[src/rtl/branch_unit_pkg.sv]
package branch_unit_pkg;
  localparam int PC_W = 16;
  localparam int SR_W = 16;
  localparam int INSTR_W = 16;
  localparam int OFF_W = 10;
  localparam int OFF_LSB = 0;
  localparam int COND_LSB = 10;
  localparam int COND_W = 3;
  localparam logic [COND_W-1:0] COND_GE = 3'h5;
  localparam logic [COND_W-1:0] COND_LT = 3'h6;
  localparam int OFF_SHIFT = 1;
  localparam logic [PC_W-1:0] INSTR_BYTES = 16'h0002;
  localparam int RANGE_MIN_WORDS = -511;
  localparam int RANGE_MAX_WORDS = 512;
  localparam logic [PC_W-1:0] PC_RST = 16'h0000;
  localparam logic [SR_W-1:0] SR_RST = 16'h0000;
endpackage

[src/rtl/branch_target_calc.sv]
`timescale 1ns/1ps
module branch_target_calc #(
  parameter int PC_W = 16,
  parameter int OFF_W = 10,
  parameter int OFF_SHIFT = 1
) (
  // operands
  input wire logic [PC_W-1:0] i_pc,
  input wire logic [OFF_W-1:0] i_offset,
  // result
  output logic [PC_W-1:0] o_target
);
  logic [PC_W-1:0] sext_off;

  // widen first, then double, then add to the already advanced pc
  assign sext_off = {{(PC_W-OFF_W){i_offset[OFF_W-1]}}, i_offset};
  assign o_target = i_pc + (sext_off << OFF_SHIFT);

endmodule // branch_target_calc

[src/rtl/signed_conditional_branch_unit.sv]
// Behaviour
// - greater-or-equal branch jumps to the relative target when negative xor overflow is 0.
// - greater-or-equal branch falls through to the next instruction when negative xor overflow is 1.
// - less-than branch jumps to the relative target when negative xor overflow is 1.
// - less-than branch falls through to the next instruction when negative xor overflow is 0.
// - a taken branch adds twice the 10-bit signed offset from the low instruction bits to the pc.
// - both branches, taken or not, leave every status flag unchanged.
// - the reach is -511 to +512 words relative to the jump instruction itself.
`timescale 1ns/1ps
module signed_conditional_branch_unit (
  // clock and reset
  input wire logic i_mclk,
  input wire logic i_rstn,
  // issued jump instruction
  input wire logic i_valid,
  input wire logic [branch_unit_pkg::INSTR_W-1:0] i_instr,
  input wire logic [branch_unit_pkg::PC_W-1:0] i_pc,
  // status register
  input wire logic [branch_unit_pkg::SR_W-1:0] i_sr,
  input wire logic i_flag_n,
  input wire logic i_flag_v,
  // resolution
  output logic o_done,
  output logic o_taken,
  output logic [branch_unit_pkg::PC_W-1:0] o_pc_next,
  // status write-back
  output logic o_sr_we,
  output logic [branch_unit_pkg::SR_W-1:0] o_sr
);
  import branch_unit_pkg::*;

  typedef struct packed {
    logic done;
    logic taken;
    logic [PC_W-1:0] pc_next;
    logic sr_we;
    logic [SR_W-1:0] sr;
  } state_t;

  state_t st;
  state_t next_st;
  logic [COND_W-1:0] cond;
  logic [OFF_W-1:0] offset;
  logic [PC_W-1:0] target;
  logic is_ge;
  logic is_lt;
  logic n_xor_v;

  assign cond = i_instr[COND_LSB +: COND_W];
  assign offset = i_instr[OFF_LSB +: OFF_W];
  assign is_ge = i_valid && (cond == COND_GE);
  assign is_lt = i_valid && (cond == COND_LT);
  assign n_xor_v = i_flag_n ^ i_flag_v;

  branch_target_calc #(
    .PC_W(PC_W),
    .OFF_W(OFF_W),
    .OFF_SHIFT(OFF_SHIFT)
  ) u_target (
    .i_pc(i_pc),
    .i_offset(offset),
    .o_target(target)
  );

  always_comb begin
    next_st = st;
    next_st.done = is_ge || is_lt;
    next_st.taken = 1'b0;
    // flags are only ever passed back untouched
    next_st.sr_we = 1'b0;
    if (is_ge || is_lt) begin
      next_st.sr = i_sr;
      next_st.pc_next = i_pc;
      if (is_ge && !n_xor_v) begin
        next_st.taken = 1'b1;
        next_st.pc_next = target;
      end else if (is_ge) begin
        next_st.pc_next = i_pc;
      end else if (n_xor_v) begin
        next_st.taken = 1'b1;
        next_st.pc_next = target;
      end else begin
        next_st.pc_next = i_pc;
      end
    end
  end

  always_ff @(posedge i_mclk or negedge i_rstn) begin
    if (!i_rstn) begin
      st <= '{done: 1'b0, taken: 1'b0, pc_next: PC_RST, sr_we: 1'b0, sr: SR_RST};
    end else begin
      st <= next_st;
    end
  end

  assign o_done = st.done;
  assign o_taken = st.taken;
  assign o_pc_next = st.pc_next;
  assign o_sr_we = st.sr_we;
  assign o_sr = st.sr;

  // reference displacement, built apart from the target adder so a wrong
  // shift or a lost sign bit there shows up against it
  logic signed [PC_W-1:0] exp_disp;
  assign exp_disp = PC_W'($signed(offset)) <<< OFF_SHIFT;

  // greater-or-equal: equal flags jump, one flag alone falls through
  chk_ge_taken_jump: assert property (@(posedge i_mclk) disable iff (!i_rstn)
    (i_valid && cond == COND_GE && (i_flag_n == i_flag_v))
      |=> (o_done && o_taken && o_pc_next == $past(i_pc) + $past(exp_disp)))
    else $error("ge branch with equal flags did not jump");

  chk_ge_both_set: assert property (@(posedge i_mclk) disable iff (!i_rstn)
    (i_valid && cond == COND_GE && i_flag_n && i_flag_v) |=> (o_done && o_taken))
    else $error("ge branch with both flags set did not jump");

  chk_ge_both_clear: assert property (@(posedge i_mclk) disable iff (!i_rstn)
    (i_valid && cond == COND_GE && !i_flag_n && !i_flag_v) |=> (o_done && o_taken))
    else $error("ge branch with both flags clear did not jump");

  chk_ge_fall_through: assert property (@(posedge i_mclk) disable iff (!i_rstn)
    (i_valid && cond == COND_GE && (i_flag_n != i_flag_v)) |=> (o_done && !o_taken && o_pc_next == $past(i_pc)))
    else $error("ge branch with differing flags did not fall through");

  chk_ge_only_negative: assert property (@(posedge i_mclk) disable iff (!i_rstn)
    (i_valid && cond == COND_GE && i_flag_n && !i_flag_v) |=> (o_done && !o_taken))
    else $error("ge branch with only the negative flag jumped");

  chk_ge_only_overflow: assert property (@(posedge i_mclk) disable iff (!i_rstn)
    (i_valid && cond == COND_GE && !i_flag_n && i_flag_v) |=> (o_done && !o_taken))
    else $error("ge branch with only the overflow flag jumped");

  // less-than: the mirror image
  chk_lt_taken_jump: assert property (@(posedge i_mclk) disable iff (!i_rstn)
    (i_valid && cond == COND_LT && (i_flag_n != i_flag_v))
      |=> (o_done && o_taken && o_pc_next == $past(i_pc) + $past(exp_disp)))
    else $error("lt branch with differing flags did not jump");

  chk_lt_only_negative: assert property (@(posedge i_mclk) disable iff (!i_rstn)
    (i_valid && cond == COND_LT && i_flag_n && !i_flag_v) |=> (o_done && o_taken))
    else $error("lt branch with only the negative flag did not jump");

  chk_lt_only_overflow: assert property (@(posedge i_mclk) disable iff (!i_rstn)
    (i_valid && cond == COND_LT && !i_flag_n && i_flag_v) |=> (o_done && o_taken))
    else $error("lt branch with only the overflow flag did not jump");

  chk_lt_fall_through: assert property (@(posedge i_mclk) disable iff (!i_rstn)
    (i_valid && cond == COND_LT && (i_flag_n == i_flag_v)) |=> (o_done && !o_taken && o_pc_next == $past(i_pc)))
    else $error("lt branch with equal flags did not fall through");

  chk_lt_both_set: assert property (@(posedge i_mclk) disable iff (!i_rstn)
    (i_valid && cond == COND_LT && i_flag_n && i_flag_v) |=> (o_done && !o_taken))
    else $error("lt branch with both flags set jumped");

  chk_lt_both_clear: assert property (@(posedge i_mclk) disable iff (!i_rstn)
    (i_valid && cond == COND_LT && !i_flag_n && !i_flag_v) |=> (o_done && !o_taken))
    else $error("lt branch with both flags clear jumped");

  // every resolution: one pulse, only for the two codes, taken only with done
  chk_done_follows: assert property (@(posedge i_mclk) disable iff (!i_rstn)
    (i_valid && (cond == COND_GE || cond == COND_LT)) |=> o_done)
    else $error("signed branch was not resolved on the next cycle");

  chk_refused_quiet: assert property (@(posedge i_mclk) disable iff (!i_rstn)
    (i_valid && cond != COND_GE && cond != COND_LT) |=> (!o_done && !o_taken))
    else $error("foreign condition code produced a resolution");

  chk_refused_hold: assert property (@(posedge i_mclk) disable iff (!i_rstn)
    (i_valid && cond != COND_GE && cond != COND_LT) |=> ($stable(o_pc_next) && $stable(o_sr)))
    else $error("foreign condition code changed the results");

  chk_done_pulse: assert property (@(posedge i_mclk) disable iff (!i_rstn)
    !i_valid |=> (!o_done && !o_taken))
    else $error("resolution without an issued branch");

  chk_taken_with_done: assert property (@(posedge i_mclk) disable iff (!i_rstn)
    o_taken |-> o_done)
    else $error("taken flag raised outside a resolution");

  chk_fall_keeps_pc: assert property (@(posedge i_mclk) disable iff (!i_rstn)
    (o_done && !o_taken) |-> (o_pc_next == $past(i_pc)))
    else $error("fall-through did not continue with the next instruction");

  // target arithmetic
  chk_offset_scaling: assert property (@(posedge i_mclk) disable iff (!i_rstn)
    ((i_valid && (cond == COND_GE || cond == COND_LT)) ##1 o_taken)
      |-> (o_pc_next - $past(i_pc)) == $past(exp_disp))
    else $error("taken target is not pc plus twice the offset");

  chk_target_parity: assert property (@(posedge i_mclk) disable iff (!i_rstn)
    (o_done && o_taken) |-> (o_pc_next[0] == $past(i_pc[0])))
    else $error("taken target moved by an odd number of bytes");

  // flags pass back untouched, and nothing moves between resolutions
  chk_flags_unchanged: assert property (@(posedge i_mclk) disable iff (!i_rstn)
    o_done |-> (!o_sr_we && o_sr == $past(i_sr) && $stable(o_sr_we)))
    else $error("status flags altered by a signed branch");

  chk_result_hold: assert property (@(posedge i_mclk) disable iff (!i_rstn)
    !o_done |-> ($stable(o_pc_next) && $stable(o_sr) && !o_sr_we))
    else $error("results changed without a resolution");

  // distance counted from the jump word, one word behind the issued pc
  chk_reach_range: assert property (@(posedge i_mclk) disable iff (!i_rstn)
    (o_done && o_taken) |-> ($signed(o_pc_next - $past(i_pc) + INSTR_BYTES) >= PC_W'(2 * RANGE_MIN_WORDS)
      && $signed(o_pc_next - $past(i_pc) + INSTR_BYTES) <= PC_W'(2 * RANGE_MAX_WORDS)))
    else $error("taken branch outside the single-word reach");

  // sign extension seen from both directions
  chk_sext_base: assert property (@(posedge i_mclk) disable iff (!i_rstn)
    (i_valid && cond == COND_GE && offset[OFF_W-1] && (i_flag_n == i_flag_v))
      |=> ($signed(o_pc_next - $past(i_pc)) < 0))
    else $error("negative offset was not sign-extended");

  chk_forward_reach: assert property (@(posedge i_mclk) disable iff (!i_rstn)
    (i_valid && cond == COND_LT && !offset[OFF_W-1] && (i_flag_n != i_flag_v))
      |=> ($signed(o_pc_next - $past(i_pc)) >= 0))
    else $error("positive offset moved the pc backwards");

  // outputs leave reset quiet
  chk_reset_quiet: assert property (@(posedge i_mclk) disable iff (!i_rstn)
    $rose(i_rstn) |-> (!o_done && !o_taken && !o_sr_we && o_pc_next == PC_RST && o_sr == SR_RST))
    else $error("outputs not at their reset values after reset");

endmodule // signed_conditional_branch_unit

[config.mk]
export PLATFORM = sky130hd
export DESIGN_NAME = signed_conditional_branch_unit
export DESIGN_NICKNAME = d
export VERILOG_FILES = /design/src/rtl/branch_unit_pkg.sv /design/src/rtl/branch_target_calc.sv /design/src/rtl/signed_conditional_branch_unit.sv
export SDC_FILE = /design/constraint.sdc
export NUM_CORES = 1
export LEC_CHECK = 0
export BUFFER_PORTS_ARGS = -buffer_cell sky130_fd_sc_hd__buf_4
export CORE_UTILIZATION = 45
export DETAILED_ROUTE_END_ITERATION = 8
export GPL_ROUTABILITY_DRIVEN = 0
export HOLD_SLACK_MARGIN = 0.12
export PLACE_DENSITY = 0.76
export SYNTH_ARGS = -nofsm -noshare
export SYNTH_HDL_FRONTEND = slang
export SYNTH_HIERARCHICAL = 1
export SYNTH_SLANG_ARGS = --single-unit
[constraint.sdc]
create_clock -name i_mclk -period 1.4 [get_ports i_mclk]
set_input_delay 0.42 -clock i_mclk [delete_from_list [all_inputs] [get_ports i_mclk]]
set_output_delay 0.42 -clock i_mclk [all_outputs]
set_load 0.02 [all_outputs]
======== Yosys cells after proc, flatten, opt, wreduce, memory -nomap -nowiden ========
Index checks and enable logic that the tools add are counted.
storage, ports and cells
  register bits ........................... 34
  input port bits ......................... 53
  output and inout port bits .............. 35
  logic and storage cells ................. 19
cells by class
  add/sub/neg operators ................... 1
  equality and inequality tests ........... 2
  multiplexer cells ....................... 6
  bitwise logic cells ..................... 1
  reductions and logical operators ........ 5
operator list
  cell                                  count
  17-bit two-way mux                    2
  16-bit two-way mux                    2
  16-bit adder                          1
  3-bit == test, second input constant  2
  1-bit logical AND                     3
  1-bit two-way mux                     2
  1-bit logical NOT                     1
  1-bit logical OR                      1
  1-bit bitwise XOR                     1

======== Depth between registers and ports, before layout ========
Gate-level depths: netlist (run 1).
  word-level depth ........................ 5
  depth in mapped cells ................... 9
  mapped depth without buffers ............ 9

======== Cells and area by module ========
The synthesis (run 1) kept the hierarchy.
by module, submodules not included
  module                          times used  cells each  area each (um2)  seq. area each (um2)
  signed_conditional_branch_unit  1           113         1482.7           850.8
  branch_target_calc              1           87          670.6            0.0

======== Worst setup path before layout (run 1) ========
OpenSTA, ideal clock, no wires.
  path kind ............................... input -> register
  start ................................... input port i_pc[1] (netlist bit)
  end ..................................... register st, in the netlist o_pc_next[13]
  setup time .............................. 126 ps
  arrival time ............................ 1974 ps
  data required time ...................... 1274 ps
  slack ................................... -701 ps
  stages .................................. 9
  path buffers ............................ 0
  cells stage by stage .................... ha_1 -> fa_1 -> a21oi_1 -> o21ai_2 -> o32ai_1 -> o21bai_1 -> xor2_1 -> mux2i_1 -> a21oi_1
on the way
  cells in the longest elaborated chain, start to end .. 4
RTL lines
  item                    RTL line                              RTL
  start: declaration      signed_conditional_branch_unit.sv:17  input wire logic [branch_unit_pkg::PC_W-1:0] i_pc,
  16-bit adder *          branch_target_calc.sv:17              assign o_target = i_pc + (sext_off << OFF_SHIFT);
  net target[13]          signed_conditional_branch_unit.sv:44  logic [PC_W-1:0] target;
  16-bit two-way mux      signed_conditional_branch_unit.sv:79  end else if (n_xor_v) begin
  16-bit two-way mux      signed_conditional_branch_unit.sv:77  end else if (is_ge) begin
  17-bit two-way mux *    signed_conditional_branch_unit.sv:74  if (is_ge && !n_xor_v) begin
  end signal: assignment  signed_conditional_branch_unit.sv:90  st <= '{done: 1'b0, taken: 1'b0, pc_next: PC_RST, sr_we: 1'b0, sr: SR_RST};
  end signal: assignment  signed_conditional_branch_unit.sv:92  st <= next_st;
  end: declaration        signed_conditional_branch_unit.sv:40  state_t st;
Mark *: on every way through the listed nets, which the timed path passes. The rest lies on a longest branch.
A chain may end at the register's enable or synchronous reset.

======== Final worst setup path (run 1) ========
  start ................................... input port i_pc[1] (netlist bit)
  end ..................................... register st, in the netlist o_pc_next[15]
The elaborated chain is that of the path after synthesis.

==> results of run 1 <==
==> placed cells by master (no fill, tap or decap), types with 2 or more instances in the layout <==
master	netlist	routed
buf_4	2	112
dfrtp_1	34	34
nor2_1	26	25
mux2i_1	17	17
a21oi_1	20	17
mux2_2	15	15
ha_4	0	11
xnor2_1	8	8
nand2_1	8	8
clkbuf_8	0	6
buf_12	1	5
xor2_1	4	4
a21oi_2	4	4
a21o_1	4	4
and3_1	5	4
buf_6	0	3
a21oi_4	0	3
nor2b_1	2	2
buf_8	0	2
o211ai_1	2	2
o21a_1	2	2
inv_1	2	2
ha_1	14	2
==> state kept, by name (all words and copies together) (netlist names) <==
| register | flops |
|---|---|
| o_done | 1 |
| o_pc_next | 16 |
| o_sr | 16 |
| o_taken | 1 |
==> final cells by class <==
type / count / area [sq um] / area share [%]
flip-flops and latches: 34 / 851 / 24.2
repair buffers: 123 / 1010 / 28.8
clock buffers: 6 / 82.6 / 2.35
multi-input cells: 155 / 1470 / 41.8
inverters: 2 / 7.51 / 0.213
clock inverters: 1 / 30.0 / 0.853
well taps: 52 / 65.1 / 1.85
==> cells by family (layout without fill, tap and decap cells) <==
family | Yosys count | count (layout)
AO/OA/AOI/OAI | 44 | 44
XOR/XNOR | 14 | 14
adder cells (fa/ha/maj) | 15 | 15
buffers and inverters | 11 | 132
flip-flops | 34 | 34
multiplexers | 33 | 33
other | 1 | 1
AND/OR/NAND/NOR | 48 | 48
==> stage by stage <==
stage | std cells | util, % | hold WS, ns | worst slack, ns
finish | 373 | 78.7 | 0.369 | -0.426
global route | 373 | 78.7 | 0.364 | -0.500
CTS | 371 | 77.2 | 0.363 | -0.458
detailed placement | 363 | 73.4 | 0.392 | -0.730
global placement | 363 | 73.4 | 0.389 | -0.688
floorplan | 200 | - | 0.124 | -0.469
==> power by group through the flow <==
stage                     sequential, uW  combinational [uW]  clock, uW
after floorplan                     1650                 684          0
after global placement              1350                1740          0
after detailed placement            1370                1790          0
after CTS                           1350                1820        916
after global routing                1380                1990        950
final                               1350                1860        907
==> how the worst min path moves through the flow <==
stage / from / to / slack, ns
2_1_floorplan: i_rstn / o_done / 0.12
3_3_place_gp: i_rstn / o_sr[0] / 0.39
3_5_place_dp: i_rstn / o_sr[9] / 0.39
4_1_cts: i_sr[14] / o_sr[14] / 0.36
5_1_grt: i_sr[5] / o_sr[5] / 0.36
6_report: i_sr[14] / o_sr[14] / 0.37
==> metal layers <==
metal  track usage (%)  vias to the layer above  share of wire [%]
li1                  -                      954                  -
met1              27.5                      930                 41
met2              42.2                       70                 53
met3              2.71                       10                4.0
met4              7.56                        0                1.7
met5                 0                        -                  0
==> Yosys cell counts, types with 2 or more instances <==
cell | n | area (sq um)
buf_2 | 4 | 20.0
a21o_1 | 4 | 30.0
o211ai_1 | 2 | 15.0
clkbuf_1 | 2 | 7.51
mux2_2 | 15 | 169
inv_1 | 2 | 7.51
a21oi_1 | 20 | 100
o41ai_1 | 2 | 17.5
xor2_1 | 4 | 35.0
a21oi_2 | 4 | 35.0
o21ai_0 | 2 | 10.0
buf_4 | 2 | 15.0
xnor2_1 | 8 | 70.1
nand2_1 | 8 | 30.0
nor2b_1 | 2 | 12.5
and3_1 | 5 | 31.3
nor2_1 | 26 | 97.6
dfrtp_1 | 34 | 851
o21a_1 | 2 | 15.0
ha_1 | 14 | 175
mux2i_1 | 17 | 170
o21ai_2 | 2 | 17.5
==> timing repair <==
item                                   CTS  global route
hold buffers                             1             0
setup endpoints to repair               12            13
pin swaps                                9            12
endpoints found under the hold margin   34             0
gates resized for setup                  9             9
buffers inserted                         0             2
==> impl_metrics.tcl, run 1 <==
set metrics [dict create \
    crit_path_top_delay_cell "fa_2" \
    overflow 0 \
    finish.instance_area_sq_um 3520 \
    synth_sequential_area_ratio_pct 39.5 \
    io_pins 88 \
    synthAdderAreaFrac_pct 9.06 \
    switching_share_pct 33.5 \
    h-tree-depth 2 \
    synth_top_family_by_area "multiplexers" \
    cts.clk_slew.worst_paths_ns 0.07 \
    coreArea_sq_um 4470 \
    routed_via_density 5.27 \
    async_flop_share_pct 100 \
    endpoint_kind "flip-flop" \
    whs_path_depth 2 \
    finalWorstSetupSlack_ns -0.426 \
    synth-simple-area-share_pct 10.9 \
    antenna_cells 0 \
    fin_tns_setup_ns -3.64 \
    hold_violations 0 \
    outcome "finished with violations" \
    start_util_pct 48.1 \
    cp.arrival_ns 1.99 \
    grt_first_pass_wirelength_um 9110 \
    period_share_pct 130 \
    final_antenna_net_count 0 \
    drive_above_1_share_pct 55.1 \
    hold_path_class "input port to flip-flop" \
    crit_cells 11 \
    cts_root_buf "clkbuf_8" \
    slew_viol_final 0 \
    drv_cap 0 \
    die-width_um 71.2 \
    crit_chain "buf_8 -> ha_4 -> fa_2 -> a21oi_4 -> o21ai_4 -> o32ai_4 -> buf_4 -> o31ai_2 -> xnor2_1 -> mux2i_1 -> a21oi_1" \
    peakVddDrop_uv 659 \
    synth_edf_count 0 \
    p_leak_uw 0.00167 \
    clock-sinks 34 \
    crit_path_start "i_pc[1]" \
    power_frac_comb_pct 45.2 \
    p_int_uw 2740 \
    reg2reg_depth 1 \
    postSynthCellCount 200 \
    grt_pass1_vias 2028 \
    ys_warn_count 6 \
    row_count 24 \
    clk_path_buf_depth 2 \
    crit_path_end "o_pc_next[15]" \
    crit_family "compound AO/OA/AOI/OAI gates" \
    power_uw 4110 \
    synthToLayoutAreaGrowth_pct 63.5 \
    die_h_um 71.2 \
    wl_um 5700 \
    path_class "input port to flip-flop" \
    clock_skew_ns 0 \
    powerDensity_nw_per_um2 1170 \
    io_buffers 83 \
    synth_cell_types 41 \
    rsz0062_at_grt "true" \
    required_ns 1.57 \
    crit_fanout 4 \
    post_drt_wl_per_cell_um 15.3 \
    finalNetCount 389 \
    reg2reg_from "o_sr[10]" \
    numCtsBuffers 5 \
    sequentialPowerShare_pct 32.8 \
    reg2reg_setup_slack_ns 0.60 \
    fin_crit_ns 1.83 \
    drc 7 \
    ys_seq_elements 34 \
    clock_latency_ns 0.28 \
    netlist_area_sq_um 2150 \
    grt_max_degree 35 \
    synth_ff_type "dfrtp_1" \
    start_kind "input port" \
    synth_compound_area_share_pct 13.9 \
    cts_tree "yes" \
    syn_avg_cell_area_sq_um 10.8 \
    post_dp_cell_area_sq_um 3280 \
    p_switching_uw 1380 \
    floorplan.die_area_sq_um 5070 \
    max_stage_delay_ns 0.36 \
    max_freq_ghz 0.548 \
    yosys.area_share.xor_xnor_pct 6.91 \
    antenna_found_initial 0 \
    violations "design-rule violations, negative setup slack" \
    route.vias.total 1964 \
    timing.rr.end "o_sr[10]" \
    first_pass_iters 6 \
    clockPowerShare_pct 22.0 \
    crit_buf_inv 2 \
    syn_nets 268 \
    drt_iter0_drc 102 \
    synthMuxAreaShare_pct 16.3 \
    grt_usage_pct 22.9 \
    nFillCells 323 \
    dp_hpwl_um 4370 \
    setup_viol 12 \
]
Power figures use the tool's default switching activity.
==> run 2: changes to the inputs <==
--- a/config.mk
+++ b/config.mk
@@ -10,7 +10,7 @@
 export DETAILED_ROUTE_END_ITERATION = 8
 export GPL_ROUTABILITY_DRIVEN = 0
 export HOLD_SLACK_MARGIN = 0.12
-export PLACE_DENSITY = 0.76
+export PLACE_DENSITY = 0.74
 export SYNTH_ARGS = -nofsm -noshare
 export SYNTH_HDL_FRONTEND = slang
 export SYNTH_HIERARCHICAL = 1
==> constraint.sdc (replaced) <==
create_clock -name i_mclk -period 1.4 [get_ports i_mclk]
set_input_delay 0.07 -clock i_mclk [delete_from_list [all_inputs] [get_ports i_mclk]]
set_output_delay 0.07 -clock i_mclk [all_outputs]
set_load 0.02 [all_outputs]
==> run 2 against run 1 <==
  * The flow still finishes with violations (design-rule violations, negative setup slack)
  * Power increased by 6.8%
  * Die area unchanged
  * Sequential cell count unchanged
  * Non-clock buffer count up 21
  * Worst setup slack better by 0.31 ns
  * Final area up 7.2%
  * First-iteration DRC count rose by 13%
  * Core utilization up 5.7 points
  * Routed wire length increased by 8.5%
  * Clock-buffer cell count did not move
  * Largest cell class unchanged
  * Largest power group unchanged
  * Highest routed layer unchanged
==> impl_metrics.tcl, run 2 (same netlist as run 1, synthesis figures left out) <==
set metrics [dict create \
    sequentialPowerShare_pct 30.7 \
    busiest_layer "met2" \
    numCtsBuffers 5 \
    timing.rr.end "o_sr[9]" \
    die_h_um 71.2 \
    drt_iter0_drc 115 \
    finish.instance_area_sq_um 3770 \
    synthToLayoutAreaGrowth_pct 75.3 \
    antenna_cells 0 \
    period_share_pct 108 \
    violations "design-rule violations, negative setup slack" \
    peakVddDrop_uv 585 \
    p_switching_uw 1440 \
    grt_usage_pct 25.7 \
    route.vias.total 2045 \
    final_antenna_net_count 0 \
    hold_path_class "input port to flip-flop" \
    finalNetCount 410 \
    finalWorstSetupSlack_ns -0.115 \
    hold_violations 0 \
    reg2reg_from "o_sr[9]" \
    grt_pass1_vias 2122 \
    drive_above_1_share_pct 50.1 \
    antenna_found_initial 0 \
    endpoint_kind "flip-flop" \
    layout_commonest_cell "buf_4" \
    crit_chain "buf_6 -> ha_4 -> fa_2 -> a21oi_4 -> o21ai_4 -> buf_4 -> o41ai_4 -> xnor2_1 -> mux2i_1 -> a21oi_1" \
    rsz0062_at_grt "true" \
    start_kind "input port" \
    clock_skew_ns 0 \
    setup_viol 8 \
    start_util_pct 48.1 \
    hold_start "i_pc[10]" \
    clk_path_buf_depth 2 \
    cts.clk_slew.worst_paths_ns 0.08 \
    die-width_um 71.2 \
    required_ns 1.62 \
    worstMarginPinSlew_ns 0.785 \
    drv_cap 0 \
    io_buffers 83 \
    max_freq_ghz 0.660 \
    crit_fanout 4 \
    row_count 24 \
    cts_root_buf "clkbuf_8" \
    grt_first_pass_wirelength_um 10100 \
    h-tree-depth 2 \
    io_pins 88 \
    power_frac_comb_pct 43.3 \
    postLayoutCoreUtil_pct 84.4 \
    coreArea_sq_um 4470 \
    dp_hpwl_um 3870 \
    p_int_uw 2950 \
    reg2reg_depth 1 \
    grt_use_met2_pct 46.5 \
    pre_cts_slack_ns -0.442 \
    post_dp_cell_area_sq_um 3130 \
    grt_max_degree 35 \
    floorplan.die_area_sq_um 5070 \
    reg2reg_setup_slack_ns 0.61 \
    relSlewSlack_pct 47.7 \
    hold_end "o_pc_next[10]" \
    fin_crit_ns 1.51 \
    clockPowerShare_pct 26.0 \
    drc 7 \
    p_leak_uw 0.00177 \
    whs_path_depth 3 \
    cts_tree "yes" \
    switching_share_pct 32.9 \
    outcome "finished with violations" \
    routed_via_density 5.18 \
    met1_usage_pct 32.2 \
    clock_latency_ns 0.28 \
    slew_viol_final 0 \
    cp.arrival_ns 1.73 \
    overflow 0 \
    max_stage_delay_ns 0.38 \
    wl_um 6180 \
    path_class "input port to flip-flop" \
    clock-sinks 34 \
    post_drt_wl_per_cell_um 15.6 \
    powerDensity_nw_per_um2 1160 \
    crit_path_top_delay_cell "fa_2" \
    first_pass_iters 8 \
    final_cell_mix "104 x buf_4, 34 x dfrtp_1, 28 x dlygate4sd3_1" \
    grt.met3_usage_pct 2.99 \
]
## run 2: cell type report
class                      instances  area [sq um]
multi-input combinational        155          1500
timing repair buffer             144          1210
sequential                        34           851
fill                             252           699
clock buffer                       6          82.6
tap                               52          65.1
clock inverter                     2          60.1
inverter                           2          7.51
## run 2: repair_timing
action | in CTS | in global routing
hold buffers | 28 | 0
hold endpoints to repair | 61 | 0
resized for setup | 13 | 16
setup buffers | 3 | 4
endpoints found under the setup margin | 9 | 10
pin swaps | 18 | 31
## run 2: per-stage QoR
| step | TNS (ns) | instances | hold WS [ns] | power [uW] |
|---|---|---|---|---|
| after global placement | -3.97 | 352 | 0.0454 | 3030 |
| after CTS | -0.482 | 391 | 0.136 | 4310 |
| after floorplan | -0.613 | 200 | -0.226 | 2330 |
| after global routing | -1.13 | 395 | 0.148 | 4610 |
| final | -0.489 | 395 | 0.125 | 4390 |
| after detailed placement | -4.12 | 352 | 0.0512 | 3060 |
## run 2: power groups by stage
stage	logic (uW)	clock network [uW]	registers [uW]
finish	1900	1140	1350
global placement	1680	0	1350
floorplan	679	0	1650
detailed placement	1700	0	1360
global route	2030	1200	1380
CTS	1810	1150	1340
## run 2: worst max-delay path: cells and delay by family
family                     cells  cell delay, ns
adders and majority gates      2            0.54
buffers and inverters          2            0.25
muxes                          1            0.09
AOI/OAI and AO/OA              4            0.63
xor gates and xnor gates       1            0.16
## run 2: layer usage
| metal | share of wire [%] | up-vias |
|---|---|---|
| met5 | 0 | - |
| met3 | 3.8 | 8 |
| met2 | 51 | 62 |
| met4 | 1.6 | 0 |
| li1 | - | 999 |
| met1 | 44 | 976 |
## run 2: how the worst max path moves through the flow
stage                from       endpoint  slack, ns  depth (start not counted)
6_report       i_instr[0]   o_pc_next[9]      -0.11                         10
3_3_place_gp      i_pc[5]  o_pc_next[15]      -0.39                          9
4_1_cts           i_pc[1]  o_pc_next[11]      -0.12                         10
2_1_floorplan     i_pc[1]  o_pc_next[15]      -0.12                          9
5_1_grt        i_instr[6]  o_pc_next[14]      -0.20                          9
3_5_place_dp      i_pc[1]  o_pc_next[11]      -0.44                         10
